--- config.mk ---
export PLATFORM = sky130hd
export DESIGN_NAME = fdt_top
export DESIGN_NICKNAME = d
export VERILOG_FILES = /design/src/core/fdt_pkg.sv /design/src/core/fdt_top.sv
export SDC_FILE = /design/constraint.sdc
export NUM_CORES = 1
export LEC_CHECK = 0
export BUFFER_PORTS_ARGS = -buffer_cell sky130_fd_sc_hd__clkbuf_2
export CORE_ASPECT_RATIO = 1.1
export CORE_MARGIN = 3
export CORE_UTILIZATION = 40
export DETAILED_ROUTE_END_ITERATION = 7
export GPL_ROUTABILITY_DRIVEN = 0
export PLACE_DENSITY = 0.59
export REMOVE_ABC_BUFFERS = 1
export SLEW_MARGIN = 40
export SYNTH_ARGS = -nofsm -noshare
export SYNTH_HDL_FRONTEND = slang
export SYNTH_SLANG_ARGS = --single-unit
--- constraint.sdc ---
create_clock -name SYS_CLK_I -period 3 [get_ports SYS_CLK_I]
set_input_delay 0.3 -clock SYS_CLK_I [delete_from_list [all_inputs] [get_ports SYS_CLK_I]]
set_output_delay 0.3 -clock SYS_CLK_I [all_outputs]
set_load 0.005 [all_outputs]
--- src/core/fdt_pkg.sv ---
package fdt_pkg;
  // register byte offsets, one aligned word each
  localparam logic [7:0] OFF_CTRL      = 8'h00;
  localparam logic [7:0] OFF_FIRST_KEY = 8'h04;
  localparam logic [7:0] OFF_SECOND_KEY = 8'h08;
  localparam logic [7:0] OFF_STATUS    = 8'h0C;
  localparam logic [7:0] OFF_CNT_LOW   = 8'h10;
  localparam logic [7:0] OFF_CNT_HIGH  = 8'h14;
  localparam logic [7:0] OFF_CFG_LOW   = 8'h18;
  localparam logic [7:0] OFF_CFG_HIGH  = 8'h1C;
  localparam logic [7:0] OFF_SNAPSHOT  = 8'h20;
  localparam logic [7:0] OFF_IRQ_STAT  = 8'h24;
  localparam logic [7:0] OFF_IRQ_CLR   = 8'h28;
  localparam logic [7:0] OFF_IRQ_EN    = 8'h2C;

  // field positions
  localparam int CTRL_ON_BIT    = 15;
  localparam int ST_WINDOW_BIT  = 0;
  localparam int ST_EVENT_BIT   = 5;
  localparam int ST_SECOND_KEY_ERROR_FLAG_BIT    = 6;
  localparam int ST_FIRST_KEY_ERROR_FLAG_BIT    = 7;
  localparam int IRQ_EVENT_BIT  = 0;
  localparam int IRQ_FIRST_KEY_ERROR_FLAG_BIT   = 1;
  localparam int IRQ_SECOND_KEY_ERROR_FLAG_BIT   = 2;
  localparam int IRQ_W          = 3;

  // key patterns and reset values
  localparam logic [7:0]  FIRST_KEY_OK  = 8'h40;
  localparam logic [7:0]  SECOND_KEY_OK = 8'h08;
  localparam logic [15:0] HALF_ZERO     = 16'h0000;
  localparam logic [31:0] WORD_ZERO     = 32'h0000_0000;
  localparam logic [31:0] COUNT_ONE     = 32'h0000_0001;

  // AXI responses
  localparam logic [1:0] RESP_OKAY   = 2'b00;
  localparam logic [1:0] RESP_SLVERR = 2'b10;

  // static configuration fuse word
  typedef struct packed {
    logic        force_on;
    logic        timer_disable;
    logic [15:0] count_high;
    logic [15:0] count_low;
  } fdt_fuse_t;

  // the three sticky key/event flags
  typedef struct packed {
    logic first_key_error_flag;
    logic second_key_error_flag;
    logic event_f;
  } fdt_flags_t;
endpackage

--- src/core/fdt_top.sv ---
// Our own choices: the AXI4-Lite slave port and the register addresses.
`timescale 1ns/1ps
// Contract
// RULE_01 - counter steps once per instruction fetch, stops on match
// RULE_02 - 32-bit counter, match value from two 16-bit fuse halves
// RULE_03 - enabled by fuse, or control bit 15 when fuse disable is zero
// RULE_04 - first key must be 0x40 in bits 15:8, else first-key error
// RULE_05 - second key 0x08 after good first key clears keys, restarts count
// RULE_06 - bad second key sets error, keeps first key, captures value
// RULE_07 - good sequence clears both key fields
// RULE_08 - status bit 0 shows clear window open
// RULE_09 - event flag sets on expiry or on bad key before an increment
// RULE_10 - error and event flags sticky until device reset
// RULE_11 - deadman event raises processor interrupt
// RULE_12 - count readable as two read-only halves, reset zero
// RULE_13 - low config mirror shows low fuse count
// RULE_14 - snapshot takes upper count only when count is read
// RULE_15 - high config mirror shows high fuse count
// RULE_16 - event interrupt held until reset, counter stays at match
module fdt_top (
  // clock and reset
  input  wire logic              SYS_CLK_I,
  input  wire logic              SYS_RST_I,
  // processor core
  input  wire logic              FETCH_I,
  output logic                   DEADMAN_IRQ_O,
  // configuration fuses, static
  input  wire fdt_pkg::fdt_fuse_t FUSE_I,
  // AXI4-Lite write address and data
  input  wire logic [7:0]        AWADDR_I,
  input  wire logic              AWVALID_I,
  output logic                   AWREADY_O,
  input  wire logic [31:0]       WDATA_I,
  input  wire logic [3:0]        WSTRB_I,
  input  wire logic              WVALID_I,
  output logic                   WREADY_O,
  // AXI4-Lite write response
  output logic [1:0]             BRESP_O,
  output logic                   BVALID_O,
  input  wire logic              BREADY_I,
  // AXI4-Lite read
  input  wire logic [7:0]        ARADDR_I,
  input  wire logic              ARVALID_I,
  output logic                   ARREADY_O,
  output logic [31:0]            RDATA_O,
  output logic [1:0]             RRESP_O,
  output logic                   RVALID_O,
  input  wire logic              RREADY_I,
  // masked status interrupt
  output logic                   IRQ_O
);

  // bus slave state
  logic        aw_full_r, aw_full_nxt;
  logic [7:0]  aw_addr_r, aw_addr_nxt;
  logic        w_full_r, w_full_nxt;
  logic [31:0] w_data_r, w_data_nxt;
  logic [3:0]  w_strb_r, w_strb_nxt;
  logic        awready_r, awready_nxt;
  logic        wready_r, wready_nxt;
  logic        bvalid_r, bvalid_nxt;
  logic [1:0]  bresp_r, bresp_nxt;
  logic        arready_r, arready_nxt;
  logic        rvalid_r, rvalid_nxt;
  logic [31:0] rdata_r, rdata_nxt;
  logic [1:0]  rresp_r, rresp_nxt;

  // timer state
  logic                on_r, on_nxt;
  logic [7:0]          first_r, first_nxt;
  logic [7:0]          second_r, second_nxt;
  logic [31:0]         cnt_r, cnt_nxt;
  logic [15:0]         snap_r, snap_nxt;
  fdt_pkg::fdt_flags_t flags_r, flags_nxt;
  logic [2:0]          ist_r, ist_nxt;
  logic [2:0]          ien_r, ien_nxt;
  logic                irq_r, irq_nxt;

  // helpers
  logic        do_wr;
  logic        do_rd;
  logic        active;
  logic        matched;
  logic        window;
  logic        wr_mapped;
  logic [2:0]  iev;
  logic [2:0]  iclr;
  logic        first_key_error_flag_ev, second_key_error_flag_ev, exp_ev, good_seq;
  logic [31:0] match_val;

  // fuse enable wins; the soft bit counts only without fuse disable
  assign active    = FUSE_I.force_on |
                     (~FUSE_I.timer_disable & on_r);  // RULE_03
  assign match_val = {FUSE_I.count_high, FUSE_I.count_low}; // RULE_02
  assign matched   = (cnt_r == match_val);
  // window is open once a good first key waits for its partner
  assign window    = active & (first_r == fdt_pkg::FIRST_KEY_OK)
                     & ~flags_r.event_f;
  assign do_wr     = aw_full_r & w_full_r & ~bvalid_r;
  assign do_rd     = ARVALID_I & arready_r;

  // register write side effects, key sequence and counter
  always_comb begin
    on_nxt    = on_r;
    first_nxt = first_r;
    second_nxt = second_r;
    cnt_nxt   = cnt_r;
    flags_nxt = flags_r;
    ien_nxt   = ien_r;
    first_key_error_flag_ev   = 1'b0;
    second_key_error_flag_ev   = 1'b0;
    good_seq  = 1'b0;
    exp_ev    = 1'b0;
    iclr      = 3'b000;
    wr_mapped = 1'b1;
    if (do_wr) begin
      case (aw_addr_r)
        fdt_pkg::OFF_CTRL: begin
          if (w_strb_r[1]) begin
            on_nxt = w_data_r[fdt_pkg::CTRL_ON_BIT];
          end
        end
        fdt_pkg::OFF_FIRST_KEY: begin
          if (w_strb_r[1]) begin
            first_nxt = w_data_r[15:8];
            first_key_error_flag_ev   = (w_data_r[15:8] != fdt_pkg::FIRST_KEY_OK); // RULE_04
          end
        end
        fdt_pkg::OFF_SECOND_KEY: begin
          if (w_strb_r[0]) begin
            if (w_data_r[7:0] == fdt_pkg::SECOND_KEY_OK &&
                first_r == fdt_pkg::FIRST_KEY_OK) begin
              good_seq = 1'b1;                                // RULE_05
            end else begin
              second_nxt = w_data_r[7:0];                     // RULE_06
              second_key_error_flag_ev    = 1'b1;                              // RULE_06
            end
          end
        end
        fdt_pkg::OFF_IRQ_CLR: begin
          iclr = w_data_r[2:0];
        end
        fdt_pkg::OFF_IRQ_EN: begin
          ien_nxt = w_data_r[2:0];
        end
        fdt_pkg::OFF_STATUS, fdt_pkg::OFF_CNT_LOW, fdt_pkg::OFF_CNT_HIGH,
        fdt_pkg::OFF_CFG_LOW, fdt_pkg::OFF_CFG_HIGH, fdt_pkg::OFF_SNAPSHOT,
        fdt_pkg::OFF_IRQ_STAT: begin
          wr_mapped = 1'b1;  // read-only, write ignored
        end
        default: begin
          wr_mapped = 1'b0;
        end
      endcase
    end
    // a good sequence empties both key fields
    if (good_seq) begin
      first_nxt  = 8'h00;                                     // RULE_07
      second_nxt = 8'h00;                                     // RULE_07
    end
    // counter: restart, step on fetch, freeze at match or after event
    if (good_seq && !flags_r.event_f) begin
      cnt_nxt = fdt_pkg::WORD_ZERO;                           // RULE_05
    end else if (active && !flags_r.event_f) begin
      if (matched) begin
        exp_ev = 1'b1;                                        // RULE_09
      end else if (FETCH_I) begin
        cnt_nxt = cnt_r + fdt_pkg::COUNT_ONE;                 // RULE_01
      end
    end
    // flags only ever set here; only reset clears them
    flags_nxt.first_key_error_flag    = flags_r.first_key_error_flag | first_key_error_flag_ev;               // RULE_10
    flags_nxt.second_key_error_flag    = flags_r.second_key_error_flag | second_key_error_flag_ev;               // RULE_10
    flags_nxt.event_f = flags_r.event_f | exp_ev
                        | (active & (first_key_error_flag_ev | second_key_error_flag_ev));     // RULE_09
  end

  // sticky interrupt status; a new event beats a clear in the same cycle
  always_comb begin
    iev = 3'b000;
    iev[fdt_pkg::IRQ_EVENT_BIT] = flags_nxt.event_f & ~flags_r.event_f;
    iev[fdt_pkg::IRQ_FIRST_KEY_ERROR_FLAG_BIT]  = first_key_error_flag_ev;
    iev[fdt_pkg::IRQ_SECOND_KEY_ERROR_FLAG_BIT]  = second_key_error_flag_ev;
    for (int i = 0; i < fdt_pkg::IRQ_W; i++) begin
      ist_nxt[i] = (ist_r[i] & ~iclr[i]) | iev[i];
    end
    irq_nxt = |(ist_nxt & ien_nxt);
  end

  // AXI4-Lite handshakes: address and data taken in either order
  always_comb begin
    aw_full_nxt = aw_full_r;
    aw_addr_nxt = aw_addr_r;
    w_full_nxt  = w_full_r;
    w_data_nxt  = w_data_r;
    w_strb_nxt  = w_strb_r;
    bvalid_nxt  = bvalid_r;
    bresp_nxt   = bresp_r;
    if (AWVALID_I && awready_r) begin
      aw_full_nxt = 1'b1;
      aw_addr_nxt = AWADDR_I;
    end
    if (WVALID_I && wready_r) begin
      w_full_nxt = 1'b1;
      w_data_nxt = WDATA_I;
      w_strb_nxt = WSTRB_I;
    end
    if (do_wr) begin
      aw_full_nxt = 1'b0;
      w_full_nxt  = 1'b0;
      bvalid_nxt  = 1'b1;
      bresp_nxt   = wr_mapped ? fdt_pkg::RESP_OKAY : fdt_pkg::RESP_SLVERR;
    end else if (bvalid_r && BREADY_I) begin
      bvalid_nxt = 1'b0;
    end
    // one write at a time: no new beats until the response is gone
    awready_nxt = ~aw_full_nxt & ~bvalid_nxt & ~do_wr;
    wready_nxt  = ~w_full_nxt & ~bvalid_nxt & ~do_wr;
  end

  // read path; reading either count half loads the snapshot
  always_comb begin
    arready_nxt = arready_r;
    rvalid_nxt  = rvalid_r;
    rdata_nxt   = rdata_r;
    rresp_nxt   = rresp_r;
    snap_nxt    = snap_r;
    if (do_rd) begin
      arready_nxt = 1'b0;
      rvalid_nxt  = 1'b1;
      rresp_nxt   = fdt_pkg::RESP_OKAY;
      rdata_nxt   = fdt_pkg::WORD_ZERO;
      case (ARADDR_I)
        fdt_pkg::OFF_CTRL: begin
          rdata_nxt[fdt_pkg::CTRL_ON_BIT] = on_r;
        end
        fdt_pkg::OFF_FIRST_KEY: begin
          rdata_nxt[15:8] = first_r;
        end
        fdt_pkg::OFF_SECOND_KEY: begin
          rdata_nxt[7:0] = second_r;
        end
        fdt_pkg::OFF_STATUS: begin
          rdata_nxt[fdt_pkg::ST_FIRST_KEY_ERROR_FLAG_BIT]   = flags_r.first_key_error_flag;
          rdata_nxt[fdt_pkg::ST_SECOND_KEY_ERROR_FLAG_BIT]   = flags_r.second_key_error_flag;
          rdata_nxt[fdt_pkg::ST_EVENT_BIT]  = flags_r.event_f;
          rdata_nxt[fdt_pkg::ST_WINDOW_BIT] = window;         // RULE_08
        end
        fdt_pkg::OFF_CNT_LOW: begin
          rdata_nxt[15:0] = cnt_r[15:0];                      // RULE_12
          snap_nxt        = cnt_r[31:16];                     // RULE_14
        end
        fdt_pkg::OFF_CNT_HIGH: begin
          rdata_nxt[15:0] = cnt_r[31:16];                     // RULE_12
          snap_nxt        = cnt_r[31:16];                     // RULE_14
        end
        fdt_pkg::OFF_CFG_LOW: begin
          rdata_nxt[15:0] = FUSE_I.count_low;                 // RULE_13
        end
        fdt_pkg::OFF_CFG_HIGH: begin
          rdata_nxt[15:0] = FUSE_I.count_high;                // RULE_15
        end
        fdt_pkg::OFF_SNAPSHOT: begin
          rdata_nxt[15:0] = snap_r;
        end
        fdt_pkg::OFF_IRQ_STAT: begin
          rdata_nxt[2:0] = ist_r;
        end
        fdt_pkg::OFF_IRQ_EN: begin
          rdata_nxt[2:0] = ien_r;
        end
        fdt_pkg::OFF_IRQ_CLR: begin
          rdata_nxt = fdt_pkg::WORD_ZERO;  // write-only
        end
        default: begin
          rresp_nxt = fdt_pkg::RESP_SLVERR;
        end
      endcase
    end else if (rvalid_r && RREADY_I) begin
      rvalid_nxt  = 1'b0;
      arready_nxt = 1'b1;
    end
  end

  // all state registered here, synchronous reset
  always_ff @(posedge SYS_CLK_I) begin
    if (SYS_RST_I) begin
      aw_full_r <= 1'b0;
      aw_addr_r <= 8'h00;
      w_full_r  <= 1'b0;
      w_data_r  <= fdt_pkg::WORD_ZERO;
      w_strb_r  <= 4'h0;
      awready_r <= 1'b0;
      wready_r  <= 1'b0;
      bvalid_r  <= 1'b0;
      bresp_r   <= fdt_pkg::RESP_OKAY;
      arready_r <= 1'b0;
      rvalid_r  <= 1'b0;
      rdata_r   <= fdt_pkg::WORD_ZERO;
      rresp_r   <= fdt_pkg::RESP_OKAY;
      on_r      <= 1'b0;
      first_r   <= 8'h00;
      second_r  <= 8'h00;
      cnt_r     <= fdt_pkg::WORD_ZERO;                        // RULE_12
      snap_r    <= fdt_pkg::HALF_ZERO;                        // RULE_14
      flags_r   <= '0;                                        // RULE_10
      ist_r     <= 3'b000;
      ien_r     <= 3'b000;
      irq_r     <= 1'b0;
    end else begin
      aw_full_r <= aw_full_nxt;
      aw_addr_r <= aw_addr_nxt;
      w_full_r  <= w_full_nxt;
      w_data_r  <= w_data_nxt;
      w_strb_r  <= w_strb_nxt;
      awready_r <= awready_nxt;
      wready_r  <= wready_nxt;
      bvalid_r  <= bvalid_nxt;
      bresp_r   <= bresp_nxt;
      // ready after reset comes one edge late, harmless for a master
      arready_r <= arready_nxt | (~arready_r & ~rvalid_r);
      rvalid_r  <= rvalid_nxt;
      rdata_r   <= rdata_nxt;
      rresp_r   <= rresp_nxt;
      on_r      <= on_nxt;
      first_r   <= first_nxt;
      second_r  <= second_nxt;
      cnt_r     <= cnt_nxt;
      snap_r    <= snap_nxt;
      flags_r   <= flags_nxt;
      ist_r     <= ist_nxt;
      ien_r     <= ien_nxt;
      irq_r     <= irq_nxt;
    end
  end

  // outputs straight from flops
  assign AWREADY_O     = awready_r;
  assign WREADY_O      = wready_r;
  assign BVALID_O      = bvalid_r;
  assign BRESP_O       = bresp_r;
  assign ARREADY_O     = arready_r;
  assign RVALID_O      = rvalid_r;
  assign RDATA_O       = rdata_r;
  assign RRESP_O       = rresp_r;
  assign IRQ_O         = irq_r;
  // event line stays up until reset               
  assign DEADMAN_IRQ_O = flags_r.event_f;                     // RULE_11 RULE_16

endmodule

==> key figures, run 1 <==
Synth
  – Sequential element share of the synthesized area: between 30% and 40%
  – Yosys Warn Count: 0
  – Top FF cell, synth: dfxtp_1
  – Netlist area before placement: 0.00650 mm^2
  – Cells after synthesis: 796
  – Mapped Avg Cell Area: roughly 8.2 um^2
  – Distinct cells, synth: 64
  – EDFF count, synth: 0
  – Post-synth ARST share: 0%
  – Synthesized flop and latch total: 126

Global routing
  – Largest net degree at the start of global routing: 32
  – First-pass GRT wire length: 32.9 mm
  – Busiest grt layer: met2
  – Total track usage: 23.3%
  – Vias in the first global route: 5892
  – Met2 Track Usage GR: a little under two fifths
  – GR Util met1: 31.8%
  – GRT overflow: 0
  – GR Util met3: under 10%
  – Initial antenna violation count: 0

Clock network
  – Clk_lat worst skew: around 0.42 ns
  – Post_cts resized: 0
  – CTS Sinks: 126
  – H-tree Lvls: 4
  – Clk pin slew, worst setup/hold paths: 0.06 ns
  – Clock Tree Buf Depth: 2
  – CTS Hold Buffers Added: 0
  – Post-CTS setup buffers: 0
  – CTS tree: yes
  – Num CTS Buffers: 17
  – Clock root cell: clkbuf_16

Finish
  – Area growth syn-to-layout: 21.2%
  – Nets: 992
  – Fill cells: 1569
  – Final Util: approximately 50%
  – Layout cells sized above 1: 20.3%
  – N_diodes: 0
  – Sequential cell area: 0.00252 mm^2
  – Area occupied by multi-input gates: ~0.0036 mm^2

STA
  – Final Slew Violations: 0
  – Slew @ Worst Pin: 0.600 ns
  – Unrepaired setup endpoints after global routing: no
  – Fmax: around 0.44 GHz
  – Final Hold Fails: 0
  – Slew margin rel.: between 50% and 60%
  – Final Critical Period: approximately 2.3 ns
  – Setup TNS Final: 0 ns
  – Clock skew: 0.0114 ns
  – Finish-stage setup viols: 0
  – Tcrit/Tclk final: between 70% and 80%

Die
  – I/O pin count: between 100 and 150
  – Core area: 0.0158 mm^2
  – Rows: 48
  – Die Width: ~130 um
  – DIE AREA: 0.0178 mm^2
  – Die height: 140 um
  – Starting Density: between 40% and 50%

Routing
  – Iteration count of the initial detailed-routing pass: 6
  – Iter 0 DRT Violations: 570
  – ANT nets after route: 0
  – Final wirelength: 20.6 mm
  – Detailed-route wire length per cell: approximately 19 um
  – DR vias/cell: 5.70
  – # DRC: 0
  – Vias: around 6300

Critical path
  – RR Endpoint: cnt_r[18]
  – Reg2reg path depth: 6
  – Worst R2R Start: DEADMAN_IRQ_O
  – CP Max Fanout: 8
  – Critical path endpoint: cnt_r[18]
  – Worst setup EP type: register
  – Worst path required time: ~3.4 ns
  – R2r setup slk: 0.70 ns
  – Arr. time, crit path: about 2.6 ns
  – CP startpoint: DEADMAN_IRQ_O
  – Setup CP Type: reg2reg
  – Crit path launch type: register

Min path
  – Hold/Removal Path Class: in2reg

Power and ir drop
  – Clk pwr share: 52.6%
  – Internal: 3.25 mW
  – Power share of the combinational group: 6.7%
  – Psw: 1.02 mW
  – Worst VDD drop: about 380 uV
  – Switching power share of the total: 23.9%
  – Reg power frac: around two fifths
  – Pwr dens: 542 mW/mm^2
  – Leak: 3.05 nW

Run
  – Max cap viols: 0

Outcome
  – Status: finished clean

Place
  – # port buffers: 100
  – Dpl hpwl: 15.8 mm
[cells in the final DEF (no fill, tap or decap), drive strengths merged, types with 6 or more instances in the layout]
cell       n
a2111oi    7
a211oi     6
a21oi     77
a221oi     8
a222oi    17
a22oi      9
a31oi     12
and4       6
buf       36
clkbuf   118
conb      18
dfxtp    126
inv       21
mux2i     25
nand2    124
nand3     17
nand4     17
nor2      51
nor2b      7
nor3      13
nor4      19
nor4b      7
o21ai     32
o31ai      7
or3       18
or4        7
xnor2      7
xor2      33
[logic make-up (layout without fill, tap and decap cells)]
logic type	after synthesis	in the layout	share of synthesized area (%)
compound gates	200	200	20.6
xor+xnor	40	40	5.39
fa+ha+maj	1	1	0.192
buf+inv	88	185	6.39
flops	126	126	38.8
mux	27	27	4.19
other cells	1	18	0.0577
simple gates	313	313	24.4
[routing by layer]
layer / wire length, um / up-vias / part of all wire [%]
met5: 0 / - / 0
met4: 477 / 0 / 2.3
met3: 1520 / 33 / 7.4
met2: 9530 / 252 / 46
met1: 9110 / 2949 / 44
li1: - / 3088 / -
[state kept, by name, summed over array words and instances, names as in the netlist]
register and flops:
cnt_r 32, RDATA_O 16, snap_r 16, w_data_r 16
aw_addr_r 8, first_r 8, second_r 8, ien_r 3
ist_r 3, flags_r 2, w_strb_r 2, ARREADY_O 1
AWREADY_O 1, BRESP_O 1, BVALID_O 1, DEADMAN_IRQ_O 1
IRQ_O 1, RRESP_O 1, RVALID_O 1, WREADY_O 1
aw_full_r 1, on_r 1, w_full_r 1
[power groups by stage]
stage	combinational, mW	clock (mW)	sequential (mW)
6_report	0.287	2.25	1.74
5_1_grt	0.319	2.37	1.74
4_1_cts	0.284	2.28	1.74
3_5_place_dp	0.283	0	1.77
3_3_place_gp	0.284	0	1.77
2_1_floorplan	0.128	0	1.77
[synthesized netlist by cell type (5+ instances only)]
| cell | instances | area share (%) |
|---|---|---|
| a211oi_1 | 6 | 0.69 |
| a21oi_1 | 77 | 5.9 |
| a221oi_1 | 8 | 1.1 |
| a222oi_1 | 17 | 2.6 |
| a22o_1 | 5 | 0.67 |
| a22oi_1 | 9 | 1.0 |
| a31oi_1 | 12 | 1.2 |
| and4_1 | 5 | 0.67 |
| buf_2 | 12 | 0.92 |
| buf_4 | 18 | 2.1 |
| clkbuf_1 | 36 | 2.1 |
| dfxtp_1 | 126 | 39 |
| inv_1 | 17 | 0.98 |
| mux2i_1 | 25 | 3.8 |
| nand2_1 | 124 | 7.2 |
| nand3_1 | 17 | 1.3 |
| nand4_1 | 17 | 1.6 |
| nor2_1 | 51 | 2.9 |
| nor2b_1 | 7 | 0.67 |
| nor3_1 | 13 | 1.0 |
| nor4_1 | 18 | 1.7 |
| nor4b_1 | 6 | 0.81 |
| o21ai_0 | 30 | 2.3 |
| o31ai_1 | 7 | 0.81 |
| or3_1 | 18 | 1.7 |
| or4_1 | 6 | 0.69 |
| xnor2_1 | 7 | 0.94 |
| xor2_1 | 33 | 4.4 |
[metrics by stage]
step / worst slack (ns) / instance area [um^2] / hold slack, ns / cells / power (mW)
after CTS: 0.702 / 7880 / 0.0807 / 1110 / 4.30
after global routing: 0.582 / 7880 / 0.0907 / 1110 / 4.43
after detailed placement: 0.675 / 7240 / 0.436 / 1078 / 2.06
after global placement: 0.710 / 7240 / 0.434 / 1078 / 2.06
after floorplan: 0.681 / 6220 / 0.369 / 742 / 1.89
final: 0.702 / 7880 / 0.0971 / 1110 / 4.27
[critical path: stages (launching register included)]
cell	delay, ns
dfxtp_1	0.40
nand4b_4	0.25
a2111oi_4	0.52
nand3_1	0.25
or3_1	0.37
or3_1	0.31
a21oi_1	0.14
[layout make-up]
cell class	instances	share of cell area (%)
multi-input cells	599	46.1
flip-flops and latches	126	32.0
repair buffers	136	9.78
clock buffers	18	5.57
well taps	200	3.18
clock inverters	14	2.59
inverters	17	0.810
[worst min path at each step]
stage | cells after the start | end | from
after floorplan | 1 | RVALID_O | SYS_RST_I
after global placement | 2 | flags_r[1] | flags_r[1]
after detailed placement | 1 | WREADY_O | w_full_r
after CTS | 3 | w_data_r[0] | WDATA_I[0]
after global routing | 3 | w_data_r[2] | WDATA_I[2]
final | 3 | w_data_r[15] | WDATA_I[15]
No activity file was read; power rests on OpenSTA's default activity.
==> run 2, diff against run 1 <==
clock period = 2.3 ns   (was 3 ns; I/O delays follow)
==> key figures, run 2 (synthesis gave the netlist of run 1 again) <==
Outcome
  – Status: finished clean

Critical path
  – Critical path depth in cells: 6 (unchanged)
  – Arr. time, crit path: 2.52 ns (-0.12 ns)
  – CP Max Fanout: 5 (-3)
  – Worst path required time: 2.65 ns (-0.70 ns)
  – Crit path buf inv count: 0 (unchanged)
  – CP delay by family, top: simple AND/OR/NAND/NOR gates
  – Crit path max-delay cell type: dfxtp_1
  – Worst setup EP type: register
  – Setup CP Type: reg2reg
  – Critical Path Most Common Cell: or3_1
  – Worst path cell trace: nand2_1 > a2111oi_4 > nand3_1 > or3_1 > or3_1 > a21oi_1
  – Crit path launch type: register
  – Reg2reg path depth: 6 (unchanged)
  – CP max stage delay: 0.49 ns (-0.03 ns)

Die
  – Starting Density: 41.2% (unchanged)
  – Die Width: 128 um (unchanged)
  – DIE AREA: 0.0178 mm^2 (unchanged)
  – Core area: 0.0158 mm^2 (unchanged)
  – I/O pin count: 137 (unchanged)
  – Rows: 48 (unchanged)
  – Die height: 140 um (unchanged)

STA
  – Final Slew Violations: 0 (unchanged)
  – Slew margin rel.: 45.1% (-14 points)
  – Setup WS post-layout: 0.130 ns (-0.572 ns)
  – Clock skew: 0.00729 ns (-0.00408 ns)
  – Final Hold Fails: 0 (unchanged)
  – Finish-stage setup viols: 0 (unchanged)
  – Setup TNS Final: 0 ns (unchanged)
  – Unrepaired setup endpoints after global routing: no
  – Fmax: 0.461 GHz (+5.9%)
  – Slew @ Worst Pin: 0.821 ns (+0.221 ns)
  – Final Critical Period: 2.17 ns (-0.128 ns)
  – Tcrit/Tclk final: 94.3% (+18 points)

Finish
  – Max reg flops: 32 (unchanged)
  – Most common cell after layout, fill and taps aside: nand2_1
  – Final cell count without fillers: 1146 (+3.2%)
  – Area occupied by multi-input gates: 0.00363 mm^2 (about the same)
  – Layout cells sized above 1: 24.1% (+3.8 points)
  – Nets: 1029 (+3.7%)
  – Area growth syn-to-layout: 24.7%
  – N_diodes: 0 (unchanged)
  – Final instance area: 0.00811 mm^2 (+3.0%)
  – Biggest register: cnt_r
  – Sequential cell area: 0.00253 mm^2 (+0.35%)
  – Fill cells: 1609 (+2.5%)
  – Most frequent cells in the layout: nand2_1, dfxtp_1, clkbuf_2

Power and ir drop
  – Total Power: 5.23 mW (+22%)
  – Leak: 3.21 nW (+5.4%)
  – Worst VDD drop: 526 uV (+38%)
  – Pwr dens: 644 mW/mm^2 (+19%)

Min path
  – Hold path cells: 3 (unchanged)
  – Hold/Removal Path Class: in2reg

Routing
  – ANT nets after route: 0 (unchanged)
  – Detailed-route wire length per cell: 18.9 um (+1.4%)
  – Final wirelength: 21.6 mm (+4.7%)
  – Iter 0 DRT Violations: 703 (+23%)
  – Vias: 6566 (+3.9%)
  – DR vias/cell: 5.73 (+0.60%)
  – # DRC: 0 (unchanged)
  – Iteration count of the initial detailed-routing pass: 6 (unchanged)

Clock network
  – Clk pin slew, worst setup/hold paths: 0.06 ns (about the same)
  – Clk_lat worst skew: 0.42 ns (about the same)
  – CTS tree: yes
  – CTS Sinks: 126 (unchanged)
  – Clock Tree Buf Depth: 2 (unchanged)
  – Clock root cell: clkbuf_16
  – Num CTS Buffers: 17 (unchanged)
  – H-tree Lvls: 4 (unchanged)

Place
  – Placed inst area: 0.00754 mm^2 (+4.2%)
  – Cells after DPL: 1115 (+3.4%)
  – # port buffers: 100 (unchanged)
  – Setup WS pre-CTS: 0.0591 ns (-0.616 ns)
  – Dpl hpwl: 17.0 mm (+7.6%)

Global routing
  – GRT overflow: 0 (unchanged)
  – First-pass GRT wire length: 33.3 mm (+1.4%)
  – Total track usage: 24.1% (+0.74 points)
  – Largest net degree at the start of global routing: 34 (+6.3%)
  – Vias in the first global route: 6048 (+2.6%)
  – Initial antenna violation count: 0 (unchanged)

Run
  – Max cap viols: 0 (unchanged)
run 2: changes by cell type in the layout (fill, tap and decap cells not counted), sizes merged:
cell | before | now
buf | 36 | 73
clkinv | 4 | 5
clkinvlp | 2 | 1
inv | 21 | 23
bufinv | 4 | 1
run 2: worst paths after layout:
check / slack, ns / start / to
worst min register to register: 0.45 / flags_r[1] / flags_r[1]
worst max-delay path: 0.13 / cnt_r[6] / cnt_r[18]
worst max register to register: 0.13 / cnt_r[6] / cnt_r[18]
worst min-delay path: 0.02 / AWADDR_I[5] / aw_addr_r[5]
run 2: repair_timing:
action	4_1_cts	5_1_grt
hold buffers	0	0
endpoints found under the setup margin	0	6
gates resized for setup	0	8
buffers inserted	0	0
run 2: worst reg2reg max path: cells and delay by family (launching register included):
kind	cells	cell delay (ns)
flops	1	0.49
simple gates	4	1.06
compound gates	2	0.55
run 2: cell type report:
cell class	instances	share of cell area (%)
multi-input cells	599	44.8
flip-flops and latches	126	31.2
repair buffers	173	13.2
clock buffers	18	5.29
well taps	200	3.08
clock inverters	13	1.65
inverters	17	0.787
run 2: metal layers:
metal / global-route usage, % / up-vias / wire length, um
li1: - / 3162 / -
met1: 31.8 / 3089 / 9070
met3: 3.69 / 56 / 1570
met4: 10.1 / 0 / 811
met2: 39.1 / 259 / 10200
met5: 0 / - / 0
run 2: per-stage QoR:
step                      hold slack (ns)  util, %
final                              0.0198     51.4
after global routing               0.0160     51.4
after CTS                          0.0120     51.3
after detailed placement            0.439     47.7
after global placement              0.433     47.7
after floorplan                     0.299        -
run 2: power breakdown:
| group | internal (mW) | switching [mW] | leakage [nW] | total (mW) |
|---|---|---|---|---|
| combinational | 0.154 | 0.239 | 1.92 | 0.394 |
| clock | 1.51 | 1.07 | 0.273 | 2.57 |
| sequential | 2.23 | 0.0326 | 1.02 | 2.26 |
